## src/shared/mlq_defines.svh

```systemverilog
// Purpose: constants for the mass park and fault query block
// Assumes: included by its bare name from design and bench files
// Notes: mass arrives from the parser in units of 0.0001 amu
`ifndef MLQ_DEFINES_SVH
`define MLQ_DEFINES_SVH

// widths
`define MLQ_MASS_W 22
`define MLQ_STEP_W 17
`define MLQ_LVL_W 16
`define MLQ_ADDR_W 4

// mass range and conversion to 1/256 amu steps
`define MLQ_MASS_MIN_E4 22'd40
`define MLQ_MASS_SCALE_E4 10000
`define MLQ_MASS_MAX_AMU 300
`define MLQ_STEP_MUL 15'd26844
`define MLQ_STEP_SHIFT 20
`define MLQ_LEVEL_SHIFT 8

// summary status bits
`define MLQ_STAT_COMM 0
`define MLQ_STAT_MULT 3
`define MLQ_STAT_DET 5

// fault byte bits
`define MLQ_COMM_BAD_PARAM 2
`define MLQ_MULT_ABSENT 7

// detector configuration forced while the check runs
`define MLQ_DET_TEST_CFG 8'h80

// register indices on the software port
`define MLQ_REG_STATUS 4'h0
`define MLQ_REG_COMM 4'h1
`define MLQ_REG_DET 4'h2
`define MLQ_REG_FIL 4'h3
`define MLQ_REG_MULT 4'h4
`define MLQ_REG_STEP_LO 4'h5
`define MLQ_REG_STEP_HI 4'h6
`define MLQ_REG_DET_CFG 4'h7
`define MLQ_REG_STATE 4'h8

// ascii characters and decimal digit weights
`define MLQ_ASCII_ZERO 8'h30
`define MLQ_ASCII_LF 8'h0a
`define MLQ_ASCII_CR 8'h0d
`define MLQ_DEC_100 8'd100
`define MLQ_DEC_10 8'd10

`endif

```

## src/shared/mlq_pkg.sv

```systemverilog
// Purpose: types shared by the mass park and fault query block
// Assumes: the command parser delivers one decoded command code
// Notes: numeric constants live in mlq_defines.svh
package mlq_pkg;

	// decoded command codes from the serial parser
	typedef enum logic [2:0] {
		MLQ_MASS_PARK_COMMAND = 3'h0,
		MLQ_COMM_FAULT_QUERY = 3'h1,
		MLQ_DETECTOR_FAULT_QUERY = 3'h2,
		MLQ_FILAMENT_FAULT_QUERY = 3'h3,
		MLQ_MULTIPLIER_FAULT_QUERY = 3'h4,
		MLQ_STATUS_QUERY = 3'h5
	} mlq_cmd_e;

	// command handler states
	typedef enum logic [2:0] {
		MLQ_ST_IDLE = 3'h0,
		MLQ_ST_CALC = 3'h1,
		MLQ_ST_STAB = 3'h2,
		MLQ_ST_DET_WAIT = 3'h3,
		MLQ_ST_SEND = 3'h4
	} mlq_state_e;

endpackage

```

## src/mlq_byte_tx.sv

```systemverilog
// Purpose: sends one byte as unsigned decimal ascii plus terminator
// Assumes: tx sink takes a character when tx_valid and tx_ready are high
// Notes: one byte at a time; start is ignored while busy
`timescale 1ns/10ps
`include "mlq_defines.svh"

module mlq_byte_tx (
	input wire logic sys_clk, // 200 MHz clock
	input wire logic sys_rst, // async reset, active high
	input wire logic start, // pulse: format and send value
	input wire logic [7:0] value, // byte to send
	input wire logic crlf, // 1: lf then cr, 0: lf only
	output logic busy, // characters still queued
	output logic done, // pulse: last character taken
	output logic [7:0] tx_data, // character to the serial sender
	output logic tx_valid, // character stands
	input wire logic tx_ready // sender takes the character
);
	import mlq_pkg::*;

	logic [39:0] buf_q, buf_d;
	logic [2:0] left_q, left_d;
	logic done_q, done_d;
	logic valid_q, valid_d;

	// digits with no leading zeros, then the terminator, first char on top
	function automatic logic [39:0] build(input logic [7:0] v, input logic cr);
		logic [7:0] h, t, u;
		logic [39:0] b;
		h = v / `MLQ_DEC_100 + `MLQ_ASCII_ZERO;
		t = (v % `MLQ_DEC_100) / `MLQ_DEC_10 + `MLQ_ASCII_ZERO;
		u = v % `MLQ_DEC_10 + `MLQ_ASCII_ZERO;
		if (v >= `MLQ_DEC_100)
			b = {h, t, u, `MLQ_ASCII_LF, `MLQ_ASCII_CR};
		else if (v >= `MLQ_DEC_10)
			b = {t, u, `MLQ_ASCII_LF, `MLQ_ASCII_CR, 8'h00};
		else
			b = {u, `MLQ_ASCII_LF, `MLQ_ASCII_CR, 8'h00, 8'h00};
		return b;
	endfunction

	function automatic logic [2:0] count(input logic [7:0] v, input logic cr);
		logic [2:0] n;
		n = (v >= `MLQ_DEC_100) ? 3'h4 : (v >= `MLQ_DEC_10) ? 3'h3 : 3'h2;
		return cr ? n + 3'h1 : n;
	endfunction

	// shift one character out per handshake
	always_comb
	begin
		buf_d = buf_q;
		left_d = left_q;
		done_d = 1'b0;
		if (left_q != 3'h0)
		begin
			if (tx_ready)
			begin
				buf_d = {buf_q[31:0], 8'h00};
				left_d = left_q - 3'h1;
				done_d = (left_q == 3'h1);
			end
		end
		else if (start)
		begin
			buf_d = build(value, crlf);
			left_d = count(value, crlf);
		end
		// registered so the valid pin comes straight from a flop
		valid_d = (left_d != 3'h0);
	end

	always_ff @(posedge sys_clk or posedge sys_rst)
	begin
		if (sys_rst)
		begin
			buf_q <= '0;
			left_q <= '0;
			done_q <= 1'b0;
			valid_q <= 1'b0;
		end
		else
		begin
			buf_q <= buf_d;
			left_q <= left_d;
			done_q <= done_d;
			valid_q <= valid_d;
		end
	end

	assign tx_data = buf_q[39:32];
	assign tx_valid = valid_q;
	assign busy = (left_q != 3'h0);
	assign done = done_q;

endmodule // mlq_byte_tx

```

## src/mlq_top.sv

```systemverilog
// Purpose: mass park command and fault byte queries of the analyser head
// Assumes: parser hands over decoded commands; tx sink sends characters
// Notes: one command at a time, taken while cmd_ready is high and in the first cycle after reset, when cmd_ready is still low
`timescale 1ns/10ps
`include "mlq_defines.svh"

module mlq_top #(
	parameter int unsigned MASS_MAX_AMU = `MLQ_MASS_MAX_AMU // variant: 100, 200 or 300
) (
	input wire logic sys_clk, // 200 MHz clock
	input wire logic sys_rst, // async reset, active high
	input wire logic cmd_valid, // pulse: decoded command stands
	input wire mlq_pkg::mlq_cmd_e cmd_code, // which command
	input wire logic cmd_has_param, // a parameter followed the name
	input wire logic cmd_is_query, // parameter was a question mark
	input wire logic cmd_is_number, // parameter parsed as a number
	input wire logic [`MLQ_MASS_W-1:0] cmd_mass, // mass in 0.0001 amu
	output logic cmd_ready, // handler can take a command
	input wire logic [`MLQ_LVL_W-1:0] tune_rf_slope, // stored rf slope
	input wire logic [`MLQ_LVL_W-1:0] tune_rf_offset, // stored rf offset
	input wire logic [`MLQ_LVL_W-1:0] tune_dc_slope, // stored dc slope
	input wire logic [`MLQ_LVL_W-1:0] tune_dc_offset, // stored dc offset
	output logic filter_on, // filter drive enabled
	output logic [`MLQ_LVL_W-1:0] rf_level, // rf drive setting
	output logic [`MLQ_LVL_W-1:0] dc_level, // dc drive setting
	output logic stab_active, // drive stabilisation loop running
	output logic [7:0] det_cfg, // detector configuration
	output logic det_check_start, // pulse: run electrometer check
	input wire logic det_check_done, // pulse: check finished
	input wire logic [7:0] det_check_result, // fault bits from the check
	input wire logic [7:0] comm_fault_set, // pulses: link fault bits
	input wire logic fil_monitor_wr, // pulse: monitor writes byte
	input wire logic [7:0] fil_monitor_val, // value from the monitor
	input wire logic fil_emitting, // filament is emitting
	input wire logic fil_emission_ok, // pulse: clean emission reached
	input wire logic [7:0] mult_fault_set, // pulses: multiplier fault bits
	input wire logic mult_fitted_pin, // pin: electron_multiplier fitted
	output logic [7:0] tx_data, // character to serial sender
	output logic tx_valid, // character stands
	input wire logic tx_ready, // sender takes the character
	input wire logic [`MLQ_ADDR_W-1:0] reg_addr, // register index
	input wire logic [7:0] reg_wdata, // write data
	input wire logic reg_wr, // write strobe
	input wire logic reg_rd, // read strobe
	output logic [7:0] reg_rdata // read data, cycle after strobe
);
	import mlq_pkg::*;

	localparam logic [`MLQ_MASS_W-1:0] MASS_MAX_E4 =
		`MLQ_MASS_W'(MASS_MAX_AMU * `MLQ_MASS_SCALE_E4);

	mlq_state_e state_q, state_d;
	mlq_cmd_e pend_q, pend_d;
	logic cmd_ready_q, cmd_ready_d;
	logic filter_on_q, filter_on_d;
	logic stab_q, stab_d;
	logic [`MLQ_LVL_W-1:0] rf_q, rf_d, dc_q, dc_d;
	logic [`MLQ_STEP_W-1:0] steps_q, steps_d;
	logic [7:0] det_cfg_q, det_cfg_d, det_save_q, det_save_d;
	logic det_start_q, det_start_d;
	logic tx_start_q, tx_start_d, tx_crlf_q, tx_crlf_d;
	logic [7:0] tx_val_q, tx_val_d;
	logic [7:0] comm_q, comm_d, det_q, det_d, fil_q, fil_d, mult_q, mult_d;
	logic [7:0] status_q, status_d;
	logic fit_s1_q, fit_s2_q, fit_s3_q, fitted_q, fitted_d;
	logic [7:0] det_sw_q, det_sw_d, rdata_q, rdata_d;
	logic tx_done;

	// mass in 0.0001 amu to 1/256 amu steps, multiply by 256/10000 in Q20
	function automatic logic [`MLQ_STEP_W-1:0] to_steps(input logic [`MLQ_MASS_W-1:0] m);
		logic [36:0] p;
		p = m * `MLQ_STEP_MUL;
		return p[`MLQ_STEP_SHIFT +: `MLQ_STEP_W];
	endfunction

	// linear drive law shared by rf and dc
	function automatic logic [`MLQ_LVL_W-1:0] calc_level(input logic [`MLQ_LVL_W-1:0] slope,
		input logic [`MLQ_LVL_W-1:0] offset, input logic [`MLQ_STEP_W-1:0] st);
		logic [32:0] p;
		p = slope * st;
		return p[`MLQ_LEVEL_SHIFT +: `MLQ_LVL_W] + offset;
	endfunction

	// queries take only a question mark
	function automatic logic query_bad(input logic has, input logic isq);
		return !has || !isq;
	endfunction

	// fitted pin: three stages, a change counts once stages two and three agree
	always_comb
	begin
		fitted_d = fitted_q;
		if (fit_s2_q == fit_s3_q)
			fitted_d = fit_s3_q;
	end

	always_ff @(posedge sys_clk or posedge sys_rst)
	begin
		if (sys_rst)
		begin
			fit_s1_q <= 1'b0;
			fit_s2_q <= 1'b0;
			fit_s3_q <= 1'b0;
			fitted_q <= 1'b0;
		end
		else
		begin
			fit_s1_q <= mult_fitted_pin;
			fit_s2_q <= fit_s1_q;
			fit_s3_q <= fit_s2_q;
			fitted_q <= fitted_d;
		end
	end

	// command sequencer and fault bytes; hardware sets win over query clears
	always_comb
	begin
		state_d = state_q;
		pend_d = pend_q;
		filter_on_d = filter_on_q;
		stab_d = stab_q;
		rf_d = rf_q;
		dc_d = dc_q;
		steps_d = steps_q;
		det_cfg_d = det_cfg_q;
		det_save_d = det_save_q;
		det_start_d = 1'b0;
		tx_start_d = 1'b0;
		tx_crlf_d = tx_crlf_q;
		tx_val_d = tx_val_q;
		det_d = det_q;
		comm_d = comm_q | comm_fault_set;
		mult_d = mult_q | mult_fault_set;
		status_d = status_q;
		if (|comm_fault_set)
			status_d[`MLQ_STAT_COMM] = 1'b1;
		if (|mult_fault_set)
			status_d[`MLQ_STAT_MULT] = 1'b1;
		// only monitor writes and the emission-ok clear touch the filament byte, queries never do
		fil_d = fil_q;
		if (fil_emitting && fil_monitor_wr)
			fil_d = fil_monitor_val;
		else if (fil_emission_ok)
			fil_d = 8'h00;
		// idle follows the software detector setting
		if (state_q == MLQ_ST_IDLE || state_q == MLQ_ST_STAB)
			det_cfg_d = det_sw_q;
		case (state_q)
			MLQ_ST_IDLE, MLQ_ST_STAB:
			begin
				if (cmd_valid)
				begin
					stab_d = 1'b0;
					state_d = MLQ_ST_IDLE;
					pend_d = cmd_code;
					case (cmd_code)
						MLQ_MASS_PARK_COMMAND:
						begin
							if (!cmd_has_param || !cmd_is_number || cmd_is_query ||
								cmd_mass > MASS_MAX_E4 ||
								(cmd_mass != '0 && cmd_mass < `MLQ_MASS_MIN_E4))
							begin
								comm_d[`MLQ_COMM_BAD_PARAM] = 1'b1;
								status_d[`MLQ_STAT_COMM] = 1'b1;
							end
							else if (cmd_mass == '0)
							begin
								filter_on_d = 1'b0;
								rf_d = '0;
								dc_d = '0;
							end
							else
							begin
								steps_d = to_steps(cmd_mass);
								state_d = MLQ_ST_CALC;
							end
						end
						MLQ_DETECTOR_FAULT_QUERY:
						begin
							if (query_bad(cmd_has_param, cmd_is_query))
							begin
								comm_d[`MLQ_COMM_BAD_PARAM] = 1'b1;
								status_d[`MLQ_STAT_COMM] = 1'b1;
							end
							else
							begin
								det_save_d = det_sw_q;
								det_cfg_d = `MLQ_DET_TEST_CFG;
								det_start_d = 1'b1;
								state_d = MLQ_ST_DET_WAIT;
							end
						end
						MLQ_COMM_FAULT_QUERY, MLQ_FILAMENT_FAULT_QUERY,
						MLQ_MULTIPLIER_FAULT_QUERY, MLQ_STATUS_QUERY:
						begin
							if (query_bad(cmd_has_param, cmd_is_query))
							begin
								comm_d[`MLQ_COMM_BAD_PARAM] = 1'b1;
								status_d[`MLQ_STAT_COMM] = 1'b1;
							end
							else
							begin
								tx_start_d = 1'b1;
								state_d = MLQ_ST_SEND;
								tx_crlf_d = 1'b1;
								tx_val_d = comm_q;
								if (cmd_code == MLQ_FILAMENT_FAULT_QUERY)
								begin
									tx_val_d = fil_q;
									tx_crlf_d = 1'b0;
								end
								else if (cmd_code == MLQ_STATUS_QUERY)
								begin
									tx_val_d = status_q;
									tx_crlf_d = 1'b0;
								end
								else if (cmd_code == MLQ_MULTIPLIER_FAULT_QUERY)
								begin
									tx_val_d = mult_q;
									tx_val_d[`MLQ_MULT_ABSENT] =
										mult_q[`MLQ_MULT_ABSENT] | !fitted_q;
								end
							end
						end
						default:
						begin
							pend_d = pend_q; // unknown codes only stop stabilisation
						end
					endcase
				end
			end
			MLQ_ST_CALC:
			begin
				// levels come from the tuning inputs as they stand now
				rf_d = calc_level(tune_rf_slope, tune_rf_offset, steps_q);
				dc_d = calc_level(tune_dc_slope, tune_dc_offset, steps_q);
				filter_on_d = 1'b1;
				stab_d = 1'b1;
				state_d = MLQ_ST_STAB;
			end
			MLQ_ST_DET_WAIT:
			begin
				if (det_check_done)
				begin
					det_d = det_check_result;
					status_d[`MLQ_STAT_DET] = |det_check_result;
					det_cfg_d = det_save_q;
					tx_val_d = det_check_result;
					tx_crlf_d = 1'b1;
					tx_start_d = 1'b1;
					state_d = MLQ_ST_SEND;
				end
			end
			MLQ_ST_SEND:
			begin
				if (tx_done)
				begin
					state_d = MLQ_ST_IDLE;
					if (pend_q == MLQ_COMM_FAULT_QUERY)
					begin
						comm_d = comm_fault_set;
						status_d[`MLQ_STAT_COMM] = |comm_fault_set;
					end
					else if (pend_q == MLQ_MULTIPLIER_FAULT_QUERY)
					begin
						mult_d = mult_fault_set;
						status_d[`MLQ_STAT_MULT] = |mult_fault_set;
					end
				end
			end
			default:
			begin
				state_d = MLQ_ST_IDLE;
			end
		endcase
		cmd_ready_d = (state_d == MLQ_ST_IDLE) || (state_d == MLQ_ST_STAB);
	end

	always_ff @(posedge sys_clk or posedge sys_rst)
	begin
		if (sys_rst)
		begin
			state_q <= MLQ_ST_IDLE;
			pend_q <= MLQ_MASS_PARK_COMMAND;
			cmd_ready_q <= 1'b0;
			filter_on_q <= 1'b0;
			stab_q <= 1'b0;
			rf_q <= '0;
			dc_q <= '0;
			steps_q <= '0;
			det_cfg_q <= '0;
			det_save_q <= '0;
			det_start_q <= 1'b0;
			tx_start_q <= 1'b0;
			tx_crlf_q <= 1'b0;
			tx_val_q <= '0;
			comm_q <= '0;
			det_q <= '0;
			fil_q <= '0;
			mult_q <= '0;
			status_q <= '0;
		end
		else
		begin
			state_q <= state_d;
			pend_q <= pend_d;
			cmd_ready_q <= cmd_ready_d;
			filter_on_q <= filter_on_d;
			stab_q <= stab_d;
			rf_q <= rf_d;
			dc_q <= dc_d;
			steps_q <= steps_d;
			det_cfg_q <= det_cfg_d;
			det_save_q <= det_save_d;
			det_start_q <= det_start_d;
			tx_start_q <= tx_start_d;
			tx_crlf_q <= tx_crlf_d;
			tx_val_q <= tx_val_d;
			comm_q <= comm_d;
			det_q <= det_d;
			fil_q <= fil_d;
			mult_q <= mult_d;
			status_q <= status_d;
		end
	end

	// character sender; a full reply is never overlapped by a new one
	mlq_byte_tx u_tx (
		.sys_clk(sys_clk),
		.sys_rst(sys_rst),
		.start(tx_start_q),
		.value(tx_val_q),
		.crlf(tx_crlf_q),
		.busy(),
		.done(tx_done),
		.tx_data(tx_data),
		.tx_valid(tx_valid),
		.tx_ready(tx_ready)
	);

	// software port: reads have no side effects, unmapped reads give zero
	always_comb
	begin
		det_sw_d = det_sw_q;
		rdata_d = 8'h00;
		// a write during the detector check is dropped so restore stays exact
		if (reg_wr && reg_addr == `MLQ_REG_DET_CFG && state_q != MLQ_ST_DET_WAIT)
			det_sw_d = reg_wdata;
		if (reg_rd)
		begin
			case (reg_addr)
				`MLQ_REG_STATUS: rdata_d = status_q;
				`MLQ_REG_COMM: rdata_d = comm_q;
				`MLQ_REG_DET: rdata_d = det_q;
				`MLQ_REG_FIL: rdata_d = fil_q;
				`MLQ_REG_MULT: rdata_d = mult_q;
				`MLQ_REG_STEP_LO: rdata_d = steps_q[7:0];
				`MLQ_REG_STEP_HI: rdata_d = steps_q[15:8];
				`MLQ_REG_DET_CFG: rdata_d = det_sw_q;
				`MLQ_REG_STATE: rdata_d = {4'h0, fitted_q, state_q};
				default: rdata_d = 8'h00;
			endcase
		end
	end

	always_ff @(posedge sys_clk or posedge sys_rst)
	begin
		if (sys_rst)
		begin
			det_sw_q <= '0;
			rdata_q <= '0;
		end
		else
		begin
			det_sw_q <= det_sw_d;
			rdata_q <= rdata_d;
		end
	end

	assign cmd_ready = cmd_ready_q;
	assign filter_on = filter_on_q;
	assign rf_level = rf_q;
	assign dc_level = dc_q;
	assign stab_active = stab_q;
	assign det_cfg = det_cfg_q;
	assign det_check_start = det_start_q;
	assign reg_rdata = rdata_q;

endmodule // mlq_top

```

## config.mk

```make
export PLATFORM = sky130hd
export DESIGN_NAME = mlq_top
export DESIGN_NICKNAME = d
export VERILOG_FILES = /design/src/shared/mlq_pkg.sv /design/src/mlq_byte_tx.sv /design/src/mlq_top.sv
export VERILOG_INCLUDE_DIRS = /design/src /design/src/shared
export SDC_FILE = /design/constraint.sdc
export NUM_CORES = 2
export LEC_CHECK = 0
export BUFFER_PORTS_ARGS = -buffer_cell sky130_fd_sc_hd__buf_2
export CORE_UTILIZATION = 55
export CTS_CLUSTER_SIZE = 28
export DETAILED_ROUTE_END_ITERATION = 12
export PLACE_DENSITY = 0.73
export SYNTH_ARGS = -nofsm -noshare
export SYNTH_HDL_FRONTEND = slang
export SYNTH_SLANG_ARGS = --single-unit
```

## constraint.sdc

```tcl
create_clock -name sys_clk -period 24.1 [get_ports sys_clk]
set_input_delay 2.41 -clock sys_clk [delete_from_list [all_inputs] [get_ports sys_clk]]
set_output_delay 2.41 -clock sys_clk [all_outputs]
set_load 0.005 [all_outputs]
```

# Word-level counts from Yosys, hierarchy flattened
# Index checks and enable logic that the tools add are counted.
[op_classes]
add_sub_neg = 7
mul = 3
div = 4
order_cmp = 4
eq_ne = 31
mux = 94
n_bitwise = 6
n_reduce_logical = 42
[op_table]
columns = ["operator", "count"]
rows = [
  ["two-way mux 40 bit", 5],
  ["two-way mux 8 bit", 21],
  ["case mux 8 bit (9 select lines)", 1],
  ["two-way mux 16 bit", 4],
  ["case mux 16 bit (2 select lines)", 2],
  ["multiplier 16 x 17 -> 24 bit", 2],
  ["two-way mux 1 bit", 37],
  ["multiplier 22 x 13 -> 35 bit (second input constant)", 1],
  ["adder 16 bit", 2],
  ["case mux 8 bit (2 select lines)", 2],
  ["two-way mux 3 bit", 9],
  ["adder 8 x 6 -> 8 bit (second input constant)", 3],
  ["OR reduction 8 bit", 3],
  ["greater-than comparator 22 bit (second input constant)", 1],
  ["zero test 22 bit", 1],
  ["less-than comparator 22 x 6 -> 1 bit (second input constant)", 1],
  ["nonzero test 22 bit", 1],
  ["== test 4 x 3 -> 1 bit (second input constant)", 4],
  ["OR 8 bit", 2],
  ["case mux 1 bit (2 select lines)", 8],
  ["== test 3 x 2 -> 1 bit (second input constant)", 5],
  ["AND reduction 5 bit", 3],
  ["== test 3 x 1 -> 1 bit (second input constant)", 4],
  ["== test 3 bit (second input constant)", 4],
  ["other kinds (35)", 65],
]
[totals]
ff_bits = 185
input_bits = 147
output_inout_bits = 61
wordCells = 221

# Logic depth before layout (Yosys ltp)
[depth]
depth_word = 11
ltp_mapped = 36

# By module
# A second synthesis with hierarchy kept.
[unflattened]
hier_cells = 3213
area_unflattened_um2 = 29029.1
[by_module_without_submodules]
columns = ["module", "instances", "cells_each", "area_each_um2", "seq_area_each_um2"]
rows = [
  ["mlq_top", 1, 2878, 26456.6, 3503.4],
  ["mlq_byte_tx", 1, 335, 2572.5, 800.8],
]

# Worst setup path before layout
# No wires, ideal clock.
[synth_timing]
path_kind = "input-to-reg"
start = "in tune_rf_slope[5]"
end = "reg rf_q[15] (netlist: rf_level[15])"
setup_time_ns = 0.133
arrival_ns = 9.555
path_slack_ns = 14.412
stages = 30
n_path_buf = 2
path_cell_list = "clkbuf_1 -> clkbuf_1 -> nand2_1 -> fa_1 -> inv_1 -> fa_1 -> inv_1 -> fa_1 -> inv_1 -> fa_1 -> inv_1 -> fa_1 -> inv_1 -> fa_1 -> ha_1 -> and4_1 -> a221o_1 -> o21a_1 -> or2_2 -> xor2_1 -> ha_1 -> o21ai_0 -> o21ai_0 -> or4_1 -> a31o_2 -> a21o_1 -> a21o_1 -> a21oi_1 -> xnor2_1 -> o21ai_0"
[synth_between]
elab_chain_cells = 3
[synth_lines]
columns = ["item", "line_no", "text"]
rows = [
  ["from (decl)", "mlq_top.sv:19", "input wire logic [`MLQ_LVL_W-1:0] tune_rf_slope,"],
  ["multiplier 16 x 17 -> 24 bit", "mlq_top.sv:80", "p = slope * st;"],
  ["adder 16 bit", "mlq_top.sv:81", "return p[`MLQ_LEVEL_SHIFT +: `MLQ_LVL_W] + offset;"],
  ["case mux 16 bit (2 select lines)", "mlq_top.sv:148", "case (state_q)"],
  ["to (signal assigned)", "mlq_top.sv:310", "rf_q <= rf_d;"],
  ["to (decl)", "mlq_top.sv:57", "logic [`MLQ_LVL_W-1:0] rf_q, rf_d, dc_q, dc_d;"],
]
# Every way passes these cells.
# A chain may end at the register's enable or synchronous reset.

# Final worst setup path
[layout_timing]
start = "in tune_rf_slope[6]"
end = "reg rf_q[15] (netlist: rf_level[15])"
# The elaborated chain is that of the path after synthesis.

==> out/summary.txt <==
Status = finished, final reports clean
Slowest library cell on the worst path = fa_1
Drt wl/cell = 17.9 um
Slew Viols, Final = 0
Vias in the first global route = 22900
Path category of the worst min-delay check = reg -> reg
Post-CTS Setup Repair Bufs = 0
Synth unique cells = 88
Setup TNS = 0 ns
Worst Setup Start Kind = input pin
Area share of the largest cell type after synthesis = 0.311
Max VDD drop = 0.000122 V
Yosys reg bits = 172
Worst-path clk slew = 0.09 ns
R2R setup slack = 15.87 ns
Fmax = 0.106 GHz
TritonCTS buffer count = 17
Worst path most repeated cell = fa_1
Ys async rst share = 1.00
Largest net degree at the start of global routing = 111
Post-CTS Hold Buffers = 0
Leakage = 0.0162 uW
Die width = 233 um
Starting Density = 0.557
R2r endpoint = rf_level[15]$_DFFE_PP0P_
Post-synthesis sequential area ratio = 0.147
Layout area overhead = 6.95%
Core Box Area = 0.0527 mm^2
Setup violators final = 0
Flop pwr share = 0.105
Worst R2R Path Depth = 29
Clock power share = 0.068
Io pins = 208
Mapped Nets = 4208
Peak per-stage delay on the critical path = 0.55 ns
Cell taking the most area after synthesis = fa_1
Grt total ovfl = 0
# resized after CTS = 0
Routed vias = 22800
Post-synth EDFFs = 0
Worst skew pair latency = 0.51 ns
Main flop type after synthesis = dfrtp_1
CTS root buf = clkbuf_16
Port Buffers = 207
Routability congestion estimate = 0.927
DP HPWL = 57900 um
Via density per instance = 5.57
Slew margin rel. = 0.204
Leading cell type in the layout, fill and taps excluded = inv_1
CP endpoint kind = flop
CTS Buffer Depth = 2
CP Class = in -> reg
Power per cell area = 139 mW/mm^2
Initial antenna violation count = 9
Final core utilization = 0.596
Worst Path Arrival = 9.84 ns
CP Data Required Time = 24.46 ns
Final Net Count = 4296
RSZ-0062 raised after global routing = no
Largest cells by area after synthesis = fa_1 31%, dfrtp_1 15%, ha_1 13%
Commonest cells after routing, fill and taps aside = 601 x inv_1, 518 x nand2_1, 456 x fa_1, 296 x ha_1, 207 x buf_2
Clock Sinks = 172
Crit path max fanout = 17
Tmin final = 9.47 ns
Max cap viols = 0
Synth warn = 0
Switching part of the total power = 0.531
Skew final = 0.0244 ns
Switching power = 2320 uW
Post-synthesis cell area = 0.0294 mm^2
Final WL = 73200 um
First-pass GRT wire length = 120000 um
Combinational power share = 0.828
Final Hold Vio Count = 0
Total GRT Usage = 0.284
Period utilization = 0.393
Avg Inst Size Synth = 8.87 um^2
Share of cells above drive strength 1 = 0.0924
Setup crit start = tune_rf_slope[6]
H-tree depth = 4
DRT antenna net count = 0
1st-iter DRT viols = 1557
Min-delay src = fit_s1_q$_DFF_PP0_
Die height = 233 um
CTS tree = built
# DRC = 0
P_int = 2050 uW
Worst-margin pin slew = 1.19 ns
DRT Pass-1 Iters = 8
Post-Syn Instances = 3309
# fillers = 4646
End of the critical path = rf_level[15]$_DFFE_PP0P_
Die ar. = 0.0543 mm^2
RR Startpoint = steps_q[7]$_DFFE_PP0P_
Standard-cell rows = 84
==> metrics by stage <==
stage / power [uW] / cells / setup WS, ns / cell area [um^2] / hold slack (ns)
after floorplan: 3270 / 3309 / 14.41 / 29400 / 0.331
after global placement: 4010 / 4066 / 14.26 / 30800 / 0.334
after detailed placement: 4070 / 4066 / 14.15 / 30800 / 0.336
after CTS: 4400 / 4098 / 14.69 / 31400 / 0.355
after global routing: 4900 / 4099 / 14.16 / 31400 / 0.357
final: 4370 / 4101 / 14.63 / 31400 / 0.353
==> worst min path at each step <==
stage	to	slack (ns)	cells after the start
finish	fit_s2_q$_DFF_PP0_	0.35	0
global route	fit_s2_q$_DFF_PP0_	0.36	0
CTS	fit_s2_q$_DFF_PP0_	0.36	0
detailed placement	fit_s2_q$_DFF_PP0_	0.34	0
global placement	fit_s2_q$_DFF_PP0_	0.33	0
floorplan	fit_s2_q$_DFF_PP0_	0.33	0
==> worst max-delay path: cells and delay by family <==
| family | cells | cell delay, ns |
|---|---|---|
| AND/OR/NAND/NOR | 6 | 1.36 |
| buffers and inverters | 6 | 0.58 |
| adder cells (fa/ha/maj) | 8 | 3.62 |
| XOR/XNOR | 1 | 0.13 |
| AO/OA/AOI/OAI | 8 | 1.71 |
==> final cells by class <==
class                           instances  area (um^2)  area share
Multi-Input combinational cell       2372        22100       0.705
Sequential cell                       172         4300       0.137
Inverter                              605         2280      0.0726
Timing Repair Buffer                  229         1200      0.0383
Tap cell                              688          861      0.0274
Clock buffer                           17          425      0.0136
Clock inverter                         15          184     0.00586
Antenna cell                            3         7.51    0.000239
==> power groups by stage <==
stage / clock, uW / sequential (uW) / combinational (uW)
4_1_cts: 302 / 456 / 3640
3_5_place_dp: 0 / 461 / 3610
6_report: 296 / 458 / 3620
2_1_floorplan: 0 / 414 / 2850
3_3_place_gp: 0 / 460 / 3550
5_1_grt: 313 / 471 / 4110
==> Yosys cell counts (all sizes together), types with 10 or more instances <==
master / number
a21o: 45
and3: 22
o211ai: 21
and2: 174
ha: 296
nand4: 16
nor2b: 24
clkbuf: 131
nor2: 106
nand2b: 25
inv: 603
a221oi: 14
a22o: 18
buf: 29
or2: 10
o31ai: 13
o21a: 14
a31oi: 21
a211oi: 13
a21oi: 81
xnor2: 79
nand3: 35
xor2: 37
nor3: 36
a22oi: 13
o21ai: 122
fa: 456
nand2: 518
mux2i: 13
mux2: 17
dfrtp: 172
o22ai: 10
==> registers in the layout, indices dropped and copies added, names as in the netlist, 3 cells and up <==
signal,count
comm_q,8
steps_q,17
det_cfg,8
det_q,8
u_tx.left_q,3
det_save_q,8
fil_q,8
tx_val_q,8
status_q,3
state_q,3
u_tx.buf_q,27
rf_level,16
pend_q,3
mult_q,8
reg_rdata,8
det_sw_q,8
dc_level,16
==> cells by family after synthesis <==
group | share of synthesized area
compound gates | 0.107
xor+xnor | 0.0346
fa+ha+maj | 0.437
buf+inv | 0.100
flops | 0.147
mux | 0.0140
simple gates | 0.161
==> routing by layer <==
metal  routed length [um]  GRT usage  up-vias  share of wire
li1                     -          -    10600              -
met1                32200      0.389    11400           0.44
met2                34800      0.457      664           0.48
met3                 4330     0.0509      112          0.059
met4                 1860     0.0915       12          0.025
met5                   86          0        -         0.0012
Power figures use the tool's default switching activity.
